### src/hdl/tig_cfg.svh
`ifndef TIG_CFG_SVH
`define TIG_CFG_SVH

// ---------------------------------------------------------------------------
// Register offsets
// ---------------------------------------------------------------------------
`define TIG_ADDR_INTERP   8'h0c
`define TIG_ADDR_OUTSEL   8'h0e
`define TIG_ADDR_MIRP     8'h10
`define TIG_ADDR_MIRS     8'h11
`define TIG_ADDR_OFFS     8'h12
`define TIG_ADDR_TXGAIN   8'h0a
`define TIG_ADDR_ROUTE    8'h0b

// ---------------------------------------------------------------------------
// Field positions and reset values
// ---------------------------------------------------------------------------
`define TIG_INTERP_HI     7
`define TIG_INTERP_LO     6
`define TIG_MIR_EN_BIT    7
`define TIG_GAIN_UPD_BIT  6
`define TIG_ROUTE_TX_BIT  6
`define TIG_ROUTE_RX_BIT  5
`define TIG_RST_INTERP    8'h00
`define TIG_RST_OUTSEL    8'h00
`define TIG_RST_MIRP      8'h44
`define TIG_RST_MIRS      8'h00
`define TIG_RST_OFFS      8'h00
`define TIG_RST_TXGAIN    8'h00
`define TIG_RST_ROUTE     8'h00
`define TIG_DEF_N         3'h4
`define TIG_DEF_G1        3'h4
`define TIG_DEF_G2        3'h4
`define TIG_DEF_G3        3'h3
`define TIG_DAC_STEPS     6'h0f
`define TIG_AMP_STEP      6'h0c

// ---------------------------------------------------------------------------
// Timing counts (in input-word cycles; 2x latency in half cycles)
// ---------------------------------------------------------------------------
`define TIG_LAT2X_HALF    43
`define TIG_LAT4X         24
`define TIG_PD_DELAY_DEF  8'h60

`endif

### src/hdl/tig_pkg.sv
package tig_pkg;
  typedef enum logic [1:0] {
    TIG_X4     = 2'b00,
    TIG_X2     = 2'b01,
    TIG_BYPASS = 2'b10,
    TIG_RSVD   = 2'b11
  } tig_interp_t;

  typedef enum logic [2:0] {
    TIG_ST_IDLE  = 3'b001,
    TIG_ST_RUN   = 3'b010,
    TIG_ST_DRAIN = 3'b100
  } tig_pd_state_t;
endpackage

### src/hdl/tig_halfband.sv
`timescale 1ns/1ps
`default_nettype none
// Half-band interpolate-by-two stage with odd tap count.
module tig_halfband #(
  parameter int TAPS = 11
) (
  input  wire logic               i_clk,
  input  wire logic               i_rst,
  input  wire logic               i_en,
  input  wire logic               i_phase,
  input  wire logic signed [9:0]  i_sample,
  output logic signed [9:0]       o_sample
);
  localparam int HALF = (TAPS + 1) / 4;
  localparam int CTR  = (TAPS - 1) / 4;

  logic signed [9:0]  hist_q [0:2*HALF-1];
  logic signed [17:0] acc;

  // ---------------------------------------------------------------------------
  // Delay line
  // ---------------------------------------------------------------------------
  // Loaded only on the even phase so each input word enters once.
  always_ff @(posedge i_clk or posedge i_rst) begin
    if (i_rst) begin
      for (int k = 0; k < 2*HALF; k++) hist_q[k] <= '0;
    end else if (i_en && !i_phase) begin
      hist_q[0] <= i_sample;
      for (int k = 1; k < 2*HALF; k++) hist_q[k] <= hist_q[k-1];
    end
  end

  // Symmetric odd-phase sum; coefficients are equal weights, a trade of
  // stopband depth for area kept until real coefficients are fixed.
  always_comb begin
    acc = '0;
    for (int k = 0; k < HALF; k++) begin
      acc = acc + 18'(hist_q[k]) + 18'(hist_q[2*HALF-1-k]);
    end
  end

  // Even phase outputs the centre tap, odd phase the interpolated point.
  always_ff @(posedge i_clk or posedge i_rst) begin
    if (i_rst) begin
      o_sample <= '0;
    end else if (i_en) begin
      if (!i_phase) o_sample <= hist_q[CTR % (2*HALF)];
      else          o_sample <= 10'(acc / (2*HALF));
    end
  end
endmodule
`default_nettype wire

### src/hdl/tig_tx_path.sv
`timescale 1ns/1ps
`default_nettype none
`include "tig_cfg.svh"

// What this block does
// - Interpolation field 00=4x, 01=2x, 10=bypass (half-duplex only, else zero), 11 reserved.
// - Input rate at most 80 MSPS, update rate at most 200 MSPS.
// - Two cascaded half-band stages, 43 taps then 11 taps.
// - Latency 21.5 input cycles in 2x, 24 in 4x.
// - Half-duplex power-down waits a delay covering filter latency.
// - Direct pins always driven; bit 0 clear enables amplifier path.
// - Primary mirror gain 0..4 in bits 2:0, default 4.
// - Mirror gain fields take effect only while bit 7 set.
// - Secondary mirror gain 0..36 over two registers, default 12.
// - Three secondary stage-gain fields with their step sizes.
// - Offset register holds two 3-bit standing-current codes.
// - Attenuation loaded from gain port or serial, 0.5 dB steps.
// - Attenuation split: converter 7.5 dB, amplifier 6 dB steps.
// - Gain word six bits; converter-only uses its four low bits.
// - Routing select bit 6 steers gain port to transmit; receive bit is not used.
module tig_tx_path
  import tig_pkg::*;
(
  input  wire logic        i_clk,
  input  wire logic        i_rst,
  input  wire logic        i_word_en,
  input  wire logic [9:0]  i_tx_word,
  input  wire logic        i_tx_enable,
  input  wire logic        i_half_duplex,
  input  wire logic [7:0]  i_pd_delay,
  input  wire logic [5:0]  i_parallel_gain_port,
  input  wire logic        i_reg_wr,
  input  wire logic        i_reg_rd,
  input  wire logic [7:0]  i_reg_addr,
  input  wire logic [7:0]  i_reg_wdata,
  output logic [7:0]       o_reg_rdata,
  output logic [9:0]       o_transmit_converter,
  output logic             o_converter_on,
  output logic             o_current_amplifier_on,
  output logic [2:0]       o_primary_gain,
  output logic [2:0]       o_sec_stage1_gain,
  output logic [2:0]       o_sec_stage2_gain,
  output logic [2:0]       o_sec_stage3_gain,
  output logic [2:0]       o_primary_offset_current,
  output logic [2:0]       o_secondary_offset_current,
  output logic [3:0]       o_converter_atten,
  output logic [1:0]       o_amplifier_atten,
  output logic [5:0]       o_tx_gain
);
  logic [7:0]  interp_q, outsel_q, mirp_q, mirs_q, offs_q, txgain_q, route_q;
  logic [1:0]  phase_q;
  logic [7:0]  pd_cnt_q;
  tig_pd_state_t pd_state_q;
  logic signed [9:0] s1_out, s2_out, s2_in;
  tig_interp_t mode;
  logic [5:0]  gain_word;
  logic [5:0]  split_w;

  assign mode = tig_interp_t'(interp_q[`TIG_INTERP_HI:`TIG_INTERP_LO]);

  // Split a 0.5 dB attenuation code: 6 dB amplifier steps only while the rest exceeds 15 converter steps.
  function automatic logic [5:0] tig_split(input logic [5:0] code);
    logic [1:0] coarse;
    logic [5:0] rem;
    coarse = 2'h0;
    rem = code;
    if (rem > `TIG_DAC_STEPS) begin
      coarse = 2'h1;
      rem = rem - `TIG_AMP_STEP;
    end
    if (rem > `TIG_DAC_STEPS) begin
      coarse = 2'h2;
      rem = rem - `TIG_AMP_STEP;
    end
    if (rem > `TIG_DAC_STEPS) begin
      rem = `TIG_DAC_STEPS;
    end
    return {coarse, rem[3:0]};
  endfunction

  // ---------------------------------------------------------------------------
  // Register file
  // ---------------------------------------------------------------------------
  // Reserved and not-used bits are stored but never steer logic.
  always_ff @(posedge i_clk or posedge i_rst) begin
    if (i_rst) begin
      interp_q <= `TIG_RST_INTERP;
      outsel_q <= `TIG_RST_OUTSEL;
      mirp_q   <= `TIG_RST_MIRP;
      mirs_q   <= `TIG_RST_MIRS;
      offs_q   <= `TIG_RST_OFFS;
      route_q  <= `TIG_RST_ROUTE;
    end else if (i_reg_wr) begin
      case (i_reg_addr)
        `TIG_ADDR_INTERP: interp_q <= i_reg_wdata;
        `TIG_ADDR_OUTSEL: outsel_q <= i_reg_wdata;
        `TIG_ADDR_MIRP:   mirp_q   <= i_reg_wdata;
        `TIG_ADDR_MIRS:   mirs_q   <= i_reg_wdata;
        `TIG_ADDR_OFFS:   offs_q   <= i_reg_wdata;
        `TIG_ADDR_ROUTE:  route_q  <= i_reg_wdata;
        default: ;
      endcase
    end
  end

  // Transmit gain word: serial write needs the update-enable bit, the
  // parallel port loads it continuously while the transmit select is on.
  always_ff @(posedge i_clk or posedge i_rst) begin
    if (i_rst) begin
      txgain_q <= `TIG_RST_TXGAIN;
    end else if (i_reg_wr && i_reg_addr == `TIG_ADDR_TXGAIN) begin
      if (i_reg_wdata[`TIG_GAIN_UPD_BIT]) txgain_q <= i_reg_wdata;
    end else if (route_q[`TIG_ROUTE_TX_BIT]) begin
      txgain_q[5:0] <= i_parallel_gain_port;
    end
  end

  // Readback; unmapped addresses return zero.
  always_ff @(posedge i_clk or posedge i_rst) begin
    if (i_rst) begin
      o_reg_rdata <= 8'h00;
    end else if (i_reg_rd) begin
      case (i_reg_addr)
        `TIG_ADDR_INTERP: o_reg_rdata <= interp_q;
        `TIG_ADDR_OUTSEL: o_reg_rdata <= outsel_q;
        `TIG_ADDR_MIRP:   o_reg_rdata <= mirp_q;
        `TIG_ADDR_MIRS:   o_reg_rdata <= mirs_q;
        `TIG_ADDR_OFFS:   o_reg_rdata <= offs_q;
        `TIG_ADDR_ROUTE:  o_reg_rdata <= route_q;
        `TIG_ADDR_TXGAIN: o_reg_rdata <= txgain_q[`TIG_GAIN_UPD_BIT] ?
                                         txgain_q : 8'h00;
        default:          o_reg_rdata <= 8'h00;
      endcase
    end
  end

  // ---------------------------------------------------------------------------
  // Interpolation chain
  // ---------------------------------------------------------------------------
  // Phase counter over update clocks; the input word enable marks phase 0.
  // Word rate limits are the system's job; this logic just follows i_word_en.
  always_ff @(posedge i_clk or posedge i_rst) begin
    if (i_rst) begin
      phase_q <= 2'h0;
    end else if (i_word_en) begin
      phase_q <= 2'h1;
    end else begin
      phase_q <= phase_q + 2'h1;
    end
  end

  // In 4x the first stage runs at half the update rate, in 2x at full rate.
  logic s1_en, s1_ph, s2_ph;
  assign s1_en = (mode == TIG_X4) ? !phase_q[0] : 1'b1;
  assign s1_ph = (mode == TIG_X4) ? phase_q[1] : phase_q[0];
  assign s2_ph = phase_q[0];
  assign s2_in = s1_out;

  tig_halfband #(.TAPS(43)) u_stage1 (
    .i_clk    (i_clk),
    .i_rst    (i_rst),
    .i_en     (s1_en),
    .i_phase  (s1_ph),
    .i_sample (signed'(i_tx_word)),
    .o_sample (s1_out)
  );

  tig_halfband #(.TAPS(11)) u_stage2 (
    .i_clk    (i_clk),
    .i_rst    (i_rst),
    .i_en     (1'b1),
    .i_phase  (s2_ph),
    .i_sample (s2_in),
    .o_sample (s2_out)
  );

  // Output select per interpolation mode; reserved code outputs zero.
  always_ff @(posedge i_clk or posedge i_rst) begin
    if (i_rst) begin
      o_transmit_converter <= 10'h000;
    end else begin
      case (mode)
        TIG_X4:     o_transmit_converter <= s2_out;
        TIG_X2:     o_transmit_converter <= s1_out;
        TIG_BYPASS: o_transmit_converter <= i_half_duplex ?
                                            i_tx_word : 10'h000;
        default:    o_transmit_converter <= 10'h000;
      endcase
    end
  end

  // ---------------------------------------------------------------------------
  // Half-duplex power-down
  // ---------------------------------------------------------------------------
  // Delay counts input words so the last sample clears the filter; the
  // default covers the 24-word 4x latency with margin.
  always_ff @(posedge i_clk or posedge i_rst) begin
    if (i_rst) begin
      pd_state_q <= TIG_ST_IDLE;
      pd_cnt_q   <= 8'h00;
    end else begin
      case (pd_state_q)
        TIG_ST_IDLE: begin
          if (i_tx_enable || !i_half_duplex) pd_state_q <= TIG_ST_RUN;
        end
        TIG_ST_RUN: begin
          if (i_half_duplex && !i_tx_enable) begin
            pd_state_q <= TIG_ST_DRAIN;
            pd_cnt_q   <= i_pd_delay;
          end
        end
        TIG_ST_DRAIN: begin
          if (i_tx_enable || !i_half_duplex) pd_state_q <= TIG_ST_RUN;
          else if (pd_cnt_q == 8'h00) pd_state_q <= TIG_ST_IDLE;
          else if (i_word_en) pd_cnt_q <= pd_cnt_q - 8'h01;
        end
        default: pd_state_q <= TIG_ST_IDLE;
      endcase
    end
  end

  // ---------------------------------------------------------------------------
  // Analog controls
  // ---------------------------------------------------------------------------
  // Mirror fields bypassed for defaults while the enable bit is clear.
  always_ff @(posedge i_clk or posedge i_rst) begin
    if (i_rst) begin
      o_converter_on <= 1'b0;
      o_current_amplifier_on <= 1'b0;
      o_primary_gain <= `TIG_DEF_N;
      o_sec_stage1_gain <= `TIG_DEF_G1;
      o_sec_stage2_gain <= `TIG_DEF_G2;
      o_sec_stage3_gain <= `TIG_DEF_G3;
      o_primary_offset_current <= 3'h0;
      o_secondary_offset_current <= 3'h0;
    end else begin
      o_converter_on <= (pd_state_q != TIG_ST_IDLE);
      o_current_amplifier_on <= (pd_state_q != TIG_ST_IDLE) &&
                                !outsel_q[0];
      if (mirp_q[`TIG_MIR_EN_BIT]) begin
        o_primary_gain    <= mirp_q[2:0];
        o_sec_stage1_gain <= mirp_q[6:4];
        o_sec_stage2_gain <= mirs_q[6:4];
        o_sec_stage3_gain <= mirs_q[2:0];
      end else begin
        o_primary_gain    <= `TIG_DEF_N;
        o_sec_stage1_gain <= `TIG_DEF_G1;
        o_sec_stage2_gain <= `TIG_DEF_G2;
        o_sec_stage3_gain <= `TIG_DEF_G3;
      end
      o_primary_offset_current   <= offs_q[2:0];
      o_secondary_offset_current <= offs_q[6:4];
    end
  end

  // Attenuation lookup; the amplifier split assumes mirror defaults.
  assign gain_word = txgain_q[5:0];
  // The split is taken once into a net so both fields come from one lookup.
  assign split_w = tig_split(gain_word);
  always_ff @(posedge i_clk or posedge i_rst) begin
    if (i_rst) begin
      o_converter_atten <= 4'h0;
      o_amplifier_atten <= 2'h0;
      o_tx_gain <= 6'h00;
    end else begin
      o_tx_gain <= gain_word;
      if (outsel_q[0]) begin
        o_converter_atten <= gain_word[3:0];
        o_amplifier_atten <= 2'h0;
      end else begin
        o_converter_atten <= split_w[3:0];
        o_amplifier_atten <= split_w[5:4];
      end
    end
  end
endmodule
`default_nettype wire

### config.mk
export PLATFORM = sky130hd
export DESIGN_NAME = tig_tx_path
export DESIGN_NICKNAME = d
export VERILOG_FILES = /design/src/hdl/tig_pkg.sv /design/src/hdl/tig_halfband.sv /design/src/hdl/tig_tx_path.sv
export VERILOG_INCLUDE_DIRS = /design/src /design/src/hdl
export SDC_FILE = /design/constraint.sdc
export NUM_CORES = 1
export LEC_CHECK = 0
export BUFFER_PORTS_ARGS = -buffer_cell sky130_fd_sc_hd__buf_2
export CAP_MARGIN = 10
export CORE_MARGIN = 2
export CORE_UTILIZATION = 35
export CTS_CLUSTER_DIAMETER = 80
export DETAILED_ROUTE_END_ITERATION = 8
export REMOVE_ABC_BUFFERS = 1
export SLEW_MARGIN = 5
export SYNTH_ARGS = -nofsm -noshare
export SYNTH_HDL_FRONTEND = slang
export SYNTH_SLANG_ARGS = --single-unit
### constraint.sdc
create_clock -name i_clk -period 19.9 [get_ports i_clk]
set_input_delay 2.985 -clock i_clk [delete_from_list [all_inputs] [get_ports i_clk]]
set_output_delay 2.985 -clock i_clk [all_outputs]
set_load 0.03 [all_outputs]
======== Word level (Yosys, flattened, before mapping) ========
Index checks and enable logic that the tools add are counted.
storage, ports and cells
  word-level logic and storage cells ...... 166
  output and inout port bits .............. 50
  register bits ........................... 419
operators by class
  add/subtract/negate cells ............... 30
  div/mod/pow operators ................... 2
  reduce and logical (&&, ||, !) cells .... 24
  order comparisons ....................... 3
  equal/unequal tests ..................... 20
  mux-type cells .......................... 33
operators with widths
  operator                 number
  $add A18 B10 Y18         22
  $pmux W8 S7              1
  $mux W8                  5
  $div A32 B4 Y32 const B  1
  $div A32 B6 Y32 const B  1
  $eq A8 B4 Y1 const B     4
  $mux W10                 3
  $mux W6                  5
  $pmux W10 S3             1
  $add A11 B10 Y12         2
  $eq A8 B5 Y1 const B     3
  $mux W3                  8
  $add A10 B10 Y11         2
  $gt A6 B4 Y1 const B     3
  $pmux W8 S2              1
  $reduce_and A2 Y1        8
  $ne A2 B2 Y1 const B     6
  $sub A6 B4 Y6 const B    2
  $pmux W3 S3              1
  $logic_not A8 Y1         1
  $mux W4                  2
  $sub A8 B1 Y8 const B    1
  $mux W2                  3
  $logic_not A1 Y1         5
  15 further kinds         21

======== Longest topological paths before layout ========
Gate-level depths: netlist of the first run.
  depth in word-level cells ............... 23
  mapped depth ............................ 60
  mapped depth without buffers ............ 54

======== Hierarchy ========
A second synthesis of the first run with hierarchy kept.
unflattened totals
  cell total of the unflattened synthesis .. 3,004
  area total of the unflattened synthesis .. 30,212.7 um2
by module, submodules not included
  module                   area an instance (um2)  instances  seq. area each (um2)  cells each
  tig_halfband (u_stage1)  18,635.4                1          5,755.5               1,850
  tig_halfband (u_stage2)  6,113.4                 1          1,751.7               716
  tig_tx_path              5,464.0                 1          2,987.9               438

======== Worst setup path after synthesis of the first run ========
No wires, ideal clock.
  path kind ............................... register to register
  from .................................... register u_stage1.hist_q[1] in the netlist's numbering
  to ...................................... register u_stage1.o_sample[6]
  path slack .............................. 5.625 ns
  period minus slack after synthesis ...... 14.275 ns
  library setup time ...................... 0.133 ns
  stages on the path, launching flop included .. 57
  data arrival time ....................... 14.142 ns
  required time ........................... 19.767 ns
  cells stage by stage .................... dfrtp_1 -> fa_1 -> ha_1 -> fa_1 -> a21oi_1 -> nor2_1 -> nor2_1 -> o21bai_1 -> a21oi_1 -> nor2b_1 -> nor2_1 -> nor2_1 -> nor2_1 -> xor2_1 -> fa_1 -> inv_1 -> fa_1 -> fa_1 -> (+21 left out) -> mux2i_2 -> and3_1 -> o22ai_1 -> or3_1 -> o21ai_0 -> nor2_1 -> a2111o_1 -> and2_1 -> buf_2 -> o31ai_1 -> o211a_2 -> mux2_2 -> o211ai_1 -> a21boi_0 -> ha_1 -> a41oi_1 -> xor2_1 -> o21ai_0
between the ends
  cells in the longest elaborated chain, start to end .. 23
ends and longest elaborated chain
  element                         RTL line            text
  start, declared                 tig_halfband.sv:17  logic signed [9:0] hist_q [0:2*HALF-1];
  $add A10 B10 Y11                tig_halfband.sv:38  acc = acc + 18'(hist_q[k]) + 18'(hist_q[2*HALF-1-k]);
  $add A11 B10 Y12                tig_halfband.sv:38
  $add A18 B10 Y18 (19 in a row)  tig_halfband.sv:38
  $div A32 B6 Y32                 tig_halfband.sv:48  else o_sample <= 10'(acc / (2*HALF));
  $mux W10                        tig_halfband.sv:47  if (!i_phase) o_sample <= hist_q[CTR % (2*HALF)];
  end signal, assigned            tig_halfband.sv:47
  end signal, assigned            tig_halfband.sv:48
  end, declared                   tig_halfband.sv:12  output logic signed [9:0] o_sample
No other way between the ends.
A chain may end at the register's enable or synchronous reset.

======== Worst setup path after layout of the first run ========
Ends and elaborated chain as after synthesis.

==> results of run 1 <==
per-layer routing:
metal	vias to the layer above	wire length [um]	global-route usage, %
li1	9697	-	-
met1	10200	30270	21.56
met2	416	29700	24.01
met3	81	2632	1.887
met4	0	1301	3.484
met5	-	0	0
registers in the layout, indices dropped and copies added, names as in the netlist, 10 cells and up:
signal	flops
u_stage2.o_sample	10
o_transmit_converter	10
u_stage2.hist_q	60
u_stage1.hist_q	220
u_stage1.o_sample	10
through the flow:
stage | setup WS [ns] | utilization, % | cell area [um^2]
final | 3.823 | 39.25 | 32850
after global routing | 2.517 | 39.25 | 32850
after CTS | 3.955 | 39.25 | 32850
after detailed placement | 4.046 | 37.42 | 31320
after global placement | 4.128 | 37.42 | 31320
after floorplan | 4.660 | - | 29240
cell usage after synthesis, drive strengths merged, types with 21 or more instances:
| master | instances | share of area, % |
|---|---|---|
| nand2 | 182 | 2.3 |
| o211ai | 27 | 0.73 |
| xor2 | 32 | 1.0 |
| nand3 | 50 | 0.89 |
| and2 | 23 | 0.49 |
| a31oi | 21 | 0.49 |
| a21oi | 109 | 1.9 |
| xnor2 | 75 | 2.4 |
| o21ai | 166 | 2.9 |
| a211oi | 32 | 1.1 |
| mux2 | 270 | 10 |
| clkbuf | 75 | 0.95 |
| a22oi | 24 | 0.70 |
| a21o | 21 | 0.54 |
| nor3 | 47 | 0.83 |
| dfrtp | 411 | 35 |
| buf | 22 | 0.38 |
| nor2b | 25 | 0.53 |
| fa | 255 | 17 |
| inv | 311 | 3.9 |
| ha | 69 | 2.9 |
| nor2 | 122 | 1.5 |
how the worst max path moves through the flow:
stage          slack, ns  depth (start not counted)                from                   end
2_1_floorplan       4.66                          5          phase_q[0]  u_stage1.o_sample[5]
4_1_cts             3.96                         53  u_stage1.hist_q[1]  u_stage1.o_sample[6]
6_report            3.82                         51  u_stage1.hist_q[1]  u_stage1.o_sample[6]
3_3_place_gp        4.13                         51  u_stage1.hist_q[1]  u_stage1.o_sample[6]
5_1_grt             2.52                         53  u_stage1.hist_q[1]  u_stage1.o_sample[6]
3_5_place_dp        4.05                         53  u_stage1.hist_q[1]  u_stage1.o_sample[6]
cells by family after synthesis:
logic type,count (synthesis)
DFF,419
xor gates and xnor gates,108
buffers and inverters,408
muxes,290
and+or+nand+nor,563
adders and majority gates,326
AOI/OAI and AO/OA,627
worst max-delay path: cells and delay by family, from the launching register on:
kind,cells,cell delay (ns)
compound gates,25,7.10
fa+ha+maj,12,5.47
simple gates,11,2.38
flops,1,0.39
mux,1,0.36
xor+xnor,1,0.16
buf+inv,1,0.07
cell type report:
cell class                 count  area [um^2]
inverter                     311         1175
clock inverter                23        265.3
antenna                        1        2.502
sequential                   419        10500
timing repair buffer         113        620.6
clock buffer                  61         1267
tap                         1134         1419
fill                        8110        50840
multi-input combinational   1914        17600
==> impl_metrics.json, run 1 <==
{
  "status": "complete, no violations",
  "grt_use_total_pct": 14.96,
  "hpwl_um": 48110,
  "rows": 106,
  "clkLatencyLatePin_ns": 0.58,
  "wirelength_um": 63900,
  "grt_overflow": 0,
  "worst-path-max-fanout": 11,
  "timing_worst_setup_path_type": "reg2reg",
  "synth-xor-area-share_pct": 3.428,
  "stdcell_count": 3976,
  "place_congestion": 0.8613,
  "cts_tree": "built",
  "path_clk_slew_ns": 0.06,
  "r2r_start": "u_stage1.hist_q[1]",
  "grt_pass1_wl_um": 107300,
  "via_per_inst": 5.129,
  "drive_above_1_share_pct": 19.50,
  "synth-edff-count": 0,
  "reg2reg_slack_ns": 3.82,
  "synth-seq-cells": 419,
  "report.final.hold_viol_count": 0,
  "finalSetupViolCount": 0,
  "synthCells": 2741,
  "crit_path_start_kind": "flop",
  "ctsHoldBuffers": 0,
  "whs_ns": 0.4112,
  "yosys_most_used_dff": "dfrtp_1",
  "drt_first_pass_iters": 5,
  "syn_area_um2": 29640,
  "critPathCaptureType": "flop",
  "yosys.area_share.simple_pct": 9.283,
  "crit_path_frequent_cell": "fa_1",
  "syn-mean-instance-area_um2": 10.81,
  "fin_crit_ns": 16.08,
  "period_share_pct": 80.79,
  "maxSlewHeadroom_pct": 29.24,
  "drtIter0Drc": 1355,
  "min_to": "o_secondary_offset_current[0]",
  "antenna_found_initial": 2,
  "fmax_mhz": 62.20,
  "cts_root_buf": "clkbuf_16",
  "maxSlewViolCount": 0,
  "synth_cell_types": 115,
  "synth_top_family_by_area": "adder cells",
  "skew_ns": 0.03494,
  "die_h_um": 295,
  "fp.dieW_um": 295,
  "ys_seq_area_share_pct": 35.41,
  "cp.arrival_ns": 16.53,
  "worst_pin_slew_ns": 1.053,
  "critPathRequiredTime_ns": 20.35,
  "slowest_delay_ns": 0.60,
  "placed_cells": 3891,
  "reg2reg_to": "u_stage1.o_sample[6]",
  "synth_compound_area_share_pct": 15.45,
  "ant_nets": 0,
  "cts_resized": 0,
  "clockBufferDepth": 3,
  "ios": 97,
  "vias": 20390,
  "ys_warn_count": 0,
  "start_util_pct": 35.42,
  "fin_setup_tns_ns": 0,
  "hold_path.class": "reg2reg",
  "areaGrowthSynthToFinish_pct": 10.84,
  "first_global_vias": 20370,
  "final_common_cell": "dfrtp_1",
  "yosys-mux-area-fraction_pct": 10.95,
  "die-area_um2": 87030,
  "drc": 0,
  "portBuffers": 96,
  "synth_fa_ha_area_share_pct": 20.21,
  "grt_max_degree": 192,
  "wire_per_inst_um": 16.07,
  "min-delay-start": "offs_q[4]",
  "async_flop_share_pct": 100.0,
  "coreArea_um2": 83690,
  "clock_sinks": 419,
  "maxCapViolCount": 0,
  "slowest_stage": "fa_1",
  "grt_setup_unrepaired": "false",
  "worstHoldPathCells": 0,
  "final_cell_mix": "dfrtp_1, inv_1, mux2_2",
  "htree_levels": 2,
  "postCtsSetupRepairBufs": 0,
  "rr_worst_depth": 51,
  "numCtsBuffers": 46,
  "finalNetCount": 3176
}
Power of run 1 is left out: the tool's default activity adds up to more than one toggle a clock period on the data nets, which glitch-free logic cannot reach.
==> run 2: changes to the inputs <==
==> constraint.sdc (replaced) <==
create_clock -name i_clk -period 15 [get_ports i_clk]
set_input_delay 2.25 -clock i_clk [delete_from_list [all_inputs] [get_ports i_clk]]
set_output_delay 2.25 -clock i_clk [all_outputs]
set_load 0.03 [all_outputs]
==> run 2 against run 1 <==
Compared with the run above: register-to-register slack got worse by 3.5 ns; critical endpoint is now u_stage1.o_sample[2]; flip-flop and latch count did not move; fmax is 9.6% higher; critical path type unchanged; via count up 3.1%; worst hold slack worse by 0.012 ns.
==> impl_metrics.json, run 2 (synthesis gave the netlist of run 1 again) <==
{
  "critPathCaptureType": "flop",
  "slowest_stage": "fa_2",
  "clock_sinks": 419,
  "die-area_um2": 87030,
  "numCtsBuffers": 47,
  "largest_reg_flops": 220,
  "ctsHoldBuffers": 0,
  "grt_max_degree": 131,
  "crit_path_frequent_cell": "fa_1",
  "first_global_vias": 20890,
  "clockBufferDepth": 3,
  "cp.arrival_ns": 15.14,
  "worst-path-max-fanout": 7,
  "drive_above_1_share_pct": 27.22,
  "final_cell_mix": "dfrtp_1, inv_1, mux2_2",
  "via_per_inst": 5.088,
  "maxSlewViolCount": 0,
  "ios": 97,
  "antenna_found_initial": 2,
  "hold_path.class": "reg2reg",
  "wire_per_inst_um": 16.22,
  "grt_pass1_wl_um": 109000,
  "cts_root_buf": "clkbuf_16",
  "postLayoutCellArea_um2": 34930,
  "skew_ns": 0.03708,
  "stdcell_count": 4131,
  "die_h_um": 295,
  "path_clk_slew_ns": 0.07,
  "place_congestion": 0.8608,
  "drc": 0,
  "start_util_pct": 35.42,
  "worst_pin_slew_ns": 1.048,
  "portBuffers": 96,
  "wirelength_um": 67020,
  "placed_cells": 3984,
  "finalNetCount": 3329,
  "final_common_cell": "dfrtp_1",
  "timing_worst_setup_path_type": "reg2reg",
  "htree_levels": 2,
  "rows": 106,
  "regMostFlops": "u_stage1.hist_q",
  "grt_overflow": 0,
  "cts_tree": "built",
  "drtIter0Drc": 1317,
  "reg.largest.list": "u_stage1.hist_q: 220 flops, u_stage2.hist_q: 60 flops",
  "reg2reg_slack_ns": 0.33,
  "clkLatencyLatePin_ns": 0.60,
  "areaGrowthSynthToFinish_pct": 17.84,
  "maxSlewHeadroom_pct": 29.60,
  "fin_crit_ns": 14.67,
  "fp.dieW_um": 295,
  "hpwl_um": 49280,
  "period_share_pct": 97.81,
  "coreArea_um2": 83690,
  "dpl_cell_area_um2": 32010,
  "slowest_delay_ns": 0.62,
  "crit_path_start_kind": "flop",
  "drt_first_pass_iters": 5,
  "grt_setup_unrepaired": "true",
  "status": "complete, no violations",
  "maxCapViolCount": 0,
  "fmax_mhz": 68.16,
  "finalSetupViolCount": 0,
  "grt_use_total_pct": 15.26,
  "ant_nets": 0,
  "vias": 21020,
  "report.final.hold_viol_count": 0,
  "critPathRequiredTime_ns": 15.47
}
[run 2: per-layer routing]
| layer | GRT usage (%) | part of all wire, % |
|---|---|---|
| met1 | 21.49 | 46 |
| met2 | 24.97 | 48 |
| met3 | 1.962 | 3.7 |
| met4 | 3.708 | 1.9 |
| met5 | 0 | 0 |
[run 2: final cells by class]
type | count | area [um^2]
Antenna cell | 3 | 7.507
Multi-Input combinational cell | 1916 | 18420
Sequential cell | 419 | 10500
Clock inverter | 23 | 244.0
Clock buffer | 62 | 1323
Timing Repair Buffer | 263 | 1838
Tap cell | 1134 | 1419
Fill cell | 7962 | 48760
Inverter | 311 | 1175
[run 2: final timing paths]
kind / cells after the start / from / to
worst max-delay path: 57 / u_stage1.hist_q[2] / u_stage1.o_sample[2]
worst min-delay path: 0 / offs_q[6] / o_secondary_offset_current[2]
worst max register to register: 57 / u_stage1.hist_q[2] / u_stage1.o_sample[2]
worst min register to register: 0 / offs_q[6] / o_secondary_offset_current[2]
max in group asynchronous: 4 / i_rst / u_stage1.hist_q[179]
min in group asynchronous: 2 / i_rst / o_tx_gain[5]
[run 2: what timing repair did]
| action | 4_1_cts | 5_1_grt |
|---|---|---|
| resized for setup | 31 | 133 |
| pin swaps | 6 | 87 |
| buffers inserted | 3 | 52 |
| setup endpoints to repair | 6 | 10 |
| gates cloned | 1 | 3 |
[run 2: critical path, delay by kind of cell (launching register included)]
family | cells | cell delay, ns
fa+ha+maj | 11 | 4.92
xor+xnor | 3 | 0.49
flops | 1 | 0.40
compound gates | 27 | 6.11
buf+inv | 8 | 1.10
simple gates | 8 | 1.51
[run 2: through the flow]
| stage | setup WS [ns] | setup TNS [ns] | util (%) | hold WS [ns] |
|---|---|---|---|---|
| 6_report | 0.3291 | 0 | 41.74 | 0.3996 |
| 3_5_place_dp | -0.1527 | -0.4705 | 38.25 | 0.3845 |
| 5_1_grt | -0.2934 | -1.530 | 41.73 | 0.4124 |
| 2_1_floorplan | -0.2400 | -0.5403 | - | 0.3690 |
| 4_1_cts | 0.01286 | 0 | 40.35 | 0.3989 |
| 3_3_place_gp | -0.03624 | -0.06409 | 38.25 | 0.3796 |
Power of run 2 is left out for the same reason.
==> run 3: changes to the inputs <==
--- a/config.mk
+++ b/config.mk
@@ -12,6 +12,7 @@
 export CORE_UTILIZATION = 35
 export CTS_CLUSTER_DIAMETER = 80
 export DETAILED_ROUTE_END_ITERATION = 8
+export PLACE_DENSITY = 0.48
 export REMOVE_ABC_BUFFERS = 1
 export SLEW_MARGIN = 5
 export SYNTH_ARGS = -nofsm -noshare
==> run 3 against run 2 <==
Compared with the run above: clock-buffer cell count increased by 7; flip-flop and latch count unchanged; register-to-register slack improved by 0.21 ns; die area unchanged; fmax increased by 1.5%; first-iteration DRC count increased by 0.99%; worst hold slack improved by 0.0074 ns; sequential share of layout area decreased by 0.40 points; critical path depth increased by 1; wire length increased by 9.3%; global-route usage increased by 1.6 points; critical endpoint is now u_stage1.o_sample[8].
==> impl_metrics.json, run 3 (synthesis gave the netlist of run 1 again) <==
{
  "maxSlewViolCount": 0,
  "critPathRequiredTime_ns": 15.48,
  "worst-path-max-fanout": 7,
  "critical-path-top-delay-family": "compound AO/OA/AOI/OAI gates",
  "clock_sinks": 419,
  "numCtsBuffers": 52,
  "wire_per_inst_um": 17.62,
  "timing_worst_setup_path_type": "reg2reg",
  "clkLatencyLatePin_ns": 0.61,
  "antenna_found_initial": 5,
  "wirelength_um": 73260,
  "path_clk_slew_ns": 0.06,
  "slowest_delay_ns": 0.60,
  "dpl_cell_area_um2": 32200,
  "drtIter0Drc": 1330,
  "ios": 97,
  "htree_levels": 2,
  "slowest_stage": "fa_2",
  "die-area_um2": 87030,
  "first_global_vias": 21620,
  "finalNetCount": 3350,
  "cp.arrival_ns": 14.93,
  "final_common_cell": "dfrtp_1",
  "final_cell_mix": "dfrtp_1, inv_1, mux2_2",
  "worst_pin_slew_ns": 1.143,
  "report.final.hold_viol_count": 0,
  "skew_ns": 0.03311,
  "maxCapViolCount": 0,
  "ant_nets": 0,
  "coreArea_um2": 83690,
  "portBuffers": 96,
  "period_share_pct": 96.38,
  "nFillCells": 7977,
  "grt_use_total_pct": 16.90,
  "ctsHoldBuffers": 0,
  "via_per_inst": 5.115,
  "rows": 106,
  "regMostFlops": "u_stage1.hist_q",
  "crit_path_frequent_cell": "buf_4",
  "drc": 0,
  "pre_cts_slack_ns": -0.2295,
  "start_util_pct": 35.42,
  "largest_reg_flops": 220,
  "critPathCaptureType": "flop",
  "status": "complete, no violations",
  "place_congestion": 0.8437,
  "grt_max_degree": 190,
  "drt_first_pass_iters": 6,
  "clockBufferDepth": 3,
  "areaGrowthSynthToFinish_pct": 19.42,
  "cts_tree": "built",
  "grt_pass1_wl_um": 118800,
  "crit_path_start_kind": "flop",
  "hpwl_um": 55400,
  "postLayoutCellArea_um2": 35390,
  "fin_crit_ns": 14.46,
  "grt_overflow": 0,
  "maxSlewHeadroom_pct": 23.19,
  "reg.largest.list": "u_stage1.hist_q: 220 flops, u_stage2.hist_q: 60 flops",
  "drive_above_1_share_pct": 28.44,
  "fp.dieW_um": 295,
  "hold_path.class": "reg2reg",
  "fmax_mhz": 69.17,
  "path_buf_inv": 10,
  "die_h_um": 295,
  "finalSetupViolCount": 0,
  "fin_ws_ns": 0.5430,
  "cts_root_buf": "clkbuf_16",
  "vias": 21260
}
-- run 3: cell types whose count changed in the layout (fill, tap and decap cells not counted), sizes merged, moves of 3 or more --
| cell | delta |
|---|---|
| buf | +20 |
| bufinv | +5 |
| clkbuf | +5 |
| clkinvlp | -4 |
| clkinv | +3 |
-- run 3: worst register-to-register path: cells and delay by family (launching register included) --
family	cells	cell delay, ns
and+or+nand+nor	9	1.59
buffers and inverters	10	1.49
DFF	1	0.41
AOI/OAI and AO/OA	25	5.50
xor gates and xnor gates	2	0.22
adders and majority gates	12	5.10
-- run 3: path summary, 6_finish.rpt --
kind	slack, ns	cells after the start	start	end
max in group asynchronous	11.63	3	i_rst	u_stage1.hist_q[73]
worst min-delay path	0.41	0	offs_q[6]	o_secondary_offset_current[2]
worst max register to register	0.54	58	u_stage1.hist_q[211]	u_stage1.o_sample[8]
worst max-delay path	0.54	58	u_stage1.hist_q[211]	u_stage1.o_sample[8]
min in group asynchronous	1.81	2	i_rst	o_amplifier_atten[0]
worst min register to register	0.41	0	offs_q[6]	o_secondary_offset_current[2]
-- run 3: final cells by class --
cell class	count	area, um^2	area share, %
antenna	3	7.507	0.02121
inverter	311	1175	3.319
tap	1134	1419	4.009
clock buffer	69	1485	4.196
clock inverter	26	391.6	1.106
sequential	419	10500	29.66
multi-input combinational	1914	18480	52.21
timing repair buffer	281	1938	5.476
-- run 3: stage by stage --
stage	setup TNS [ns]	cells	hold slack, ns	util, %
2_1_floorplan	-0.5403	2644	0.3690	-
3_3_place_gp	-0.4162	4006	0.3898	38.47
3_5_place_dp	-0.7913	4006	0.3890	38.47
4_1_cts	0	4110	0.4027	40.99
5_1_grt	-0.7641	4155	0.4204	42.29
6_report	0	4157	0.4070	42.29
-- run 3: timing repair --
item                                    CTS  global route
pin swaps                                13           107
resized for setup                        31           159
cloned                                    0             1
hold endpoints to repair                  0             0
endpoints found under the setup margin    6            10
buffers inserted                          9            45
-- run 3: routing by layer --
layer / global-route usage (%) / up-vias / routed length (um) / part of all wire [%]
met5: 0 / - / 0 / 0
met4: 4.741 / 0 / 2080 / 2.8
met3: 2.346 / 116 / 2944 / 4.0
met2: 26.98 / 441 / 34620 / 47
met1: 24.01 / 10670 / 33610 / 46
li1: - / 10040 / - / -
Power of run 3 is left out for the same reason.
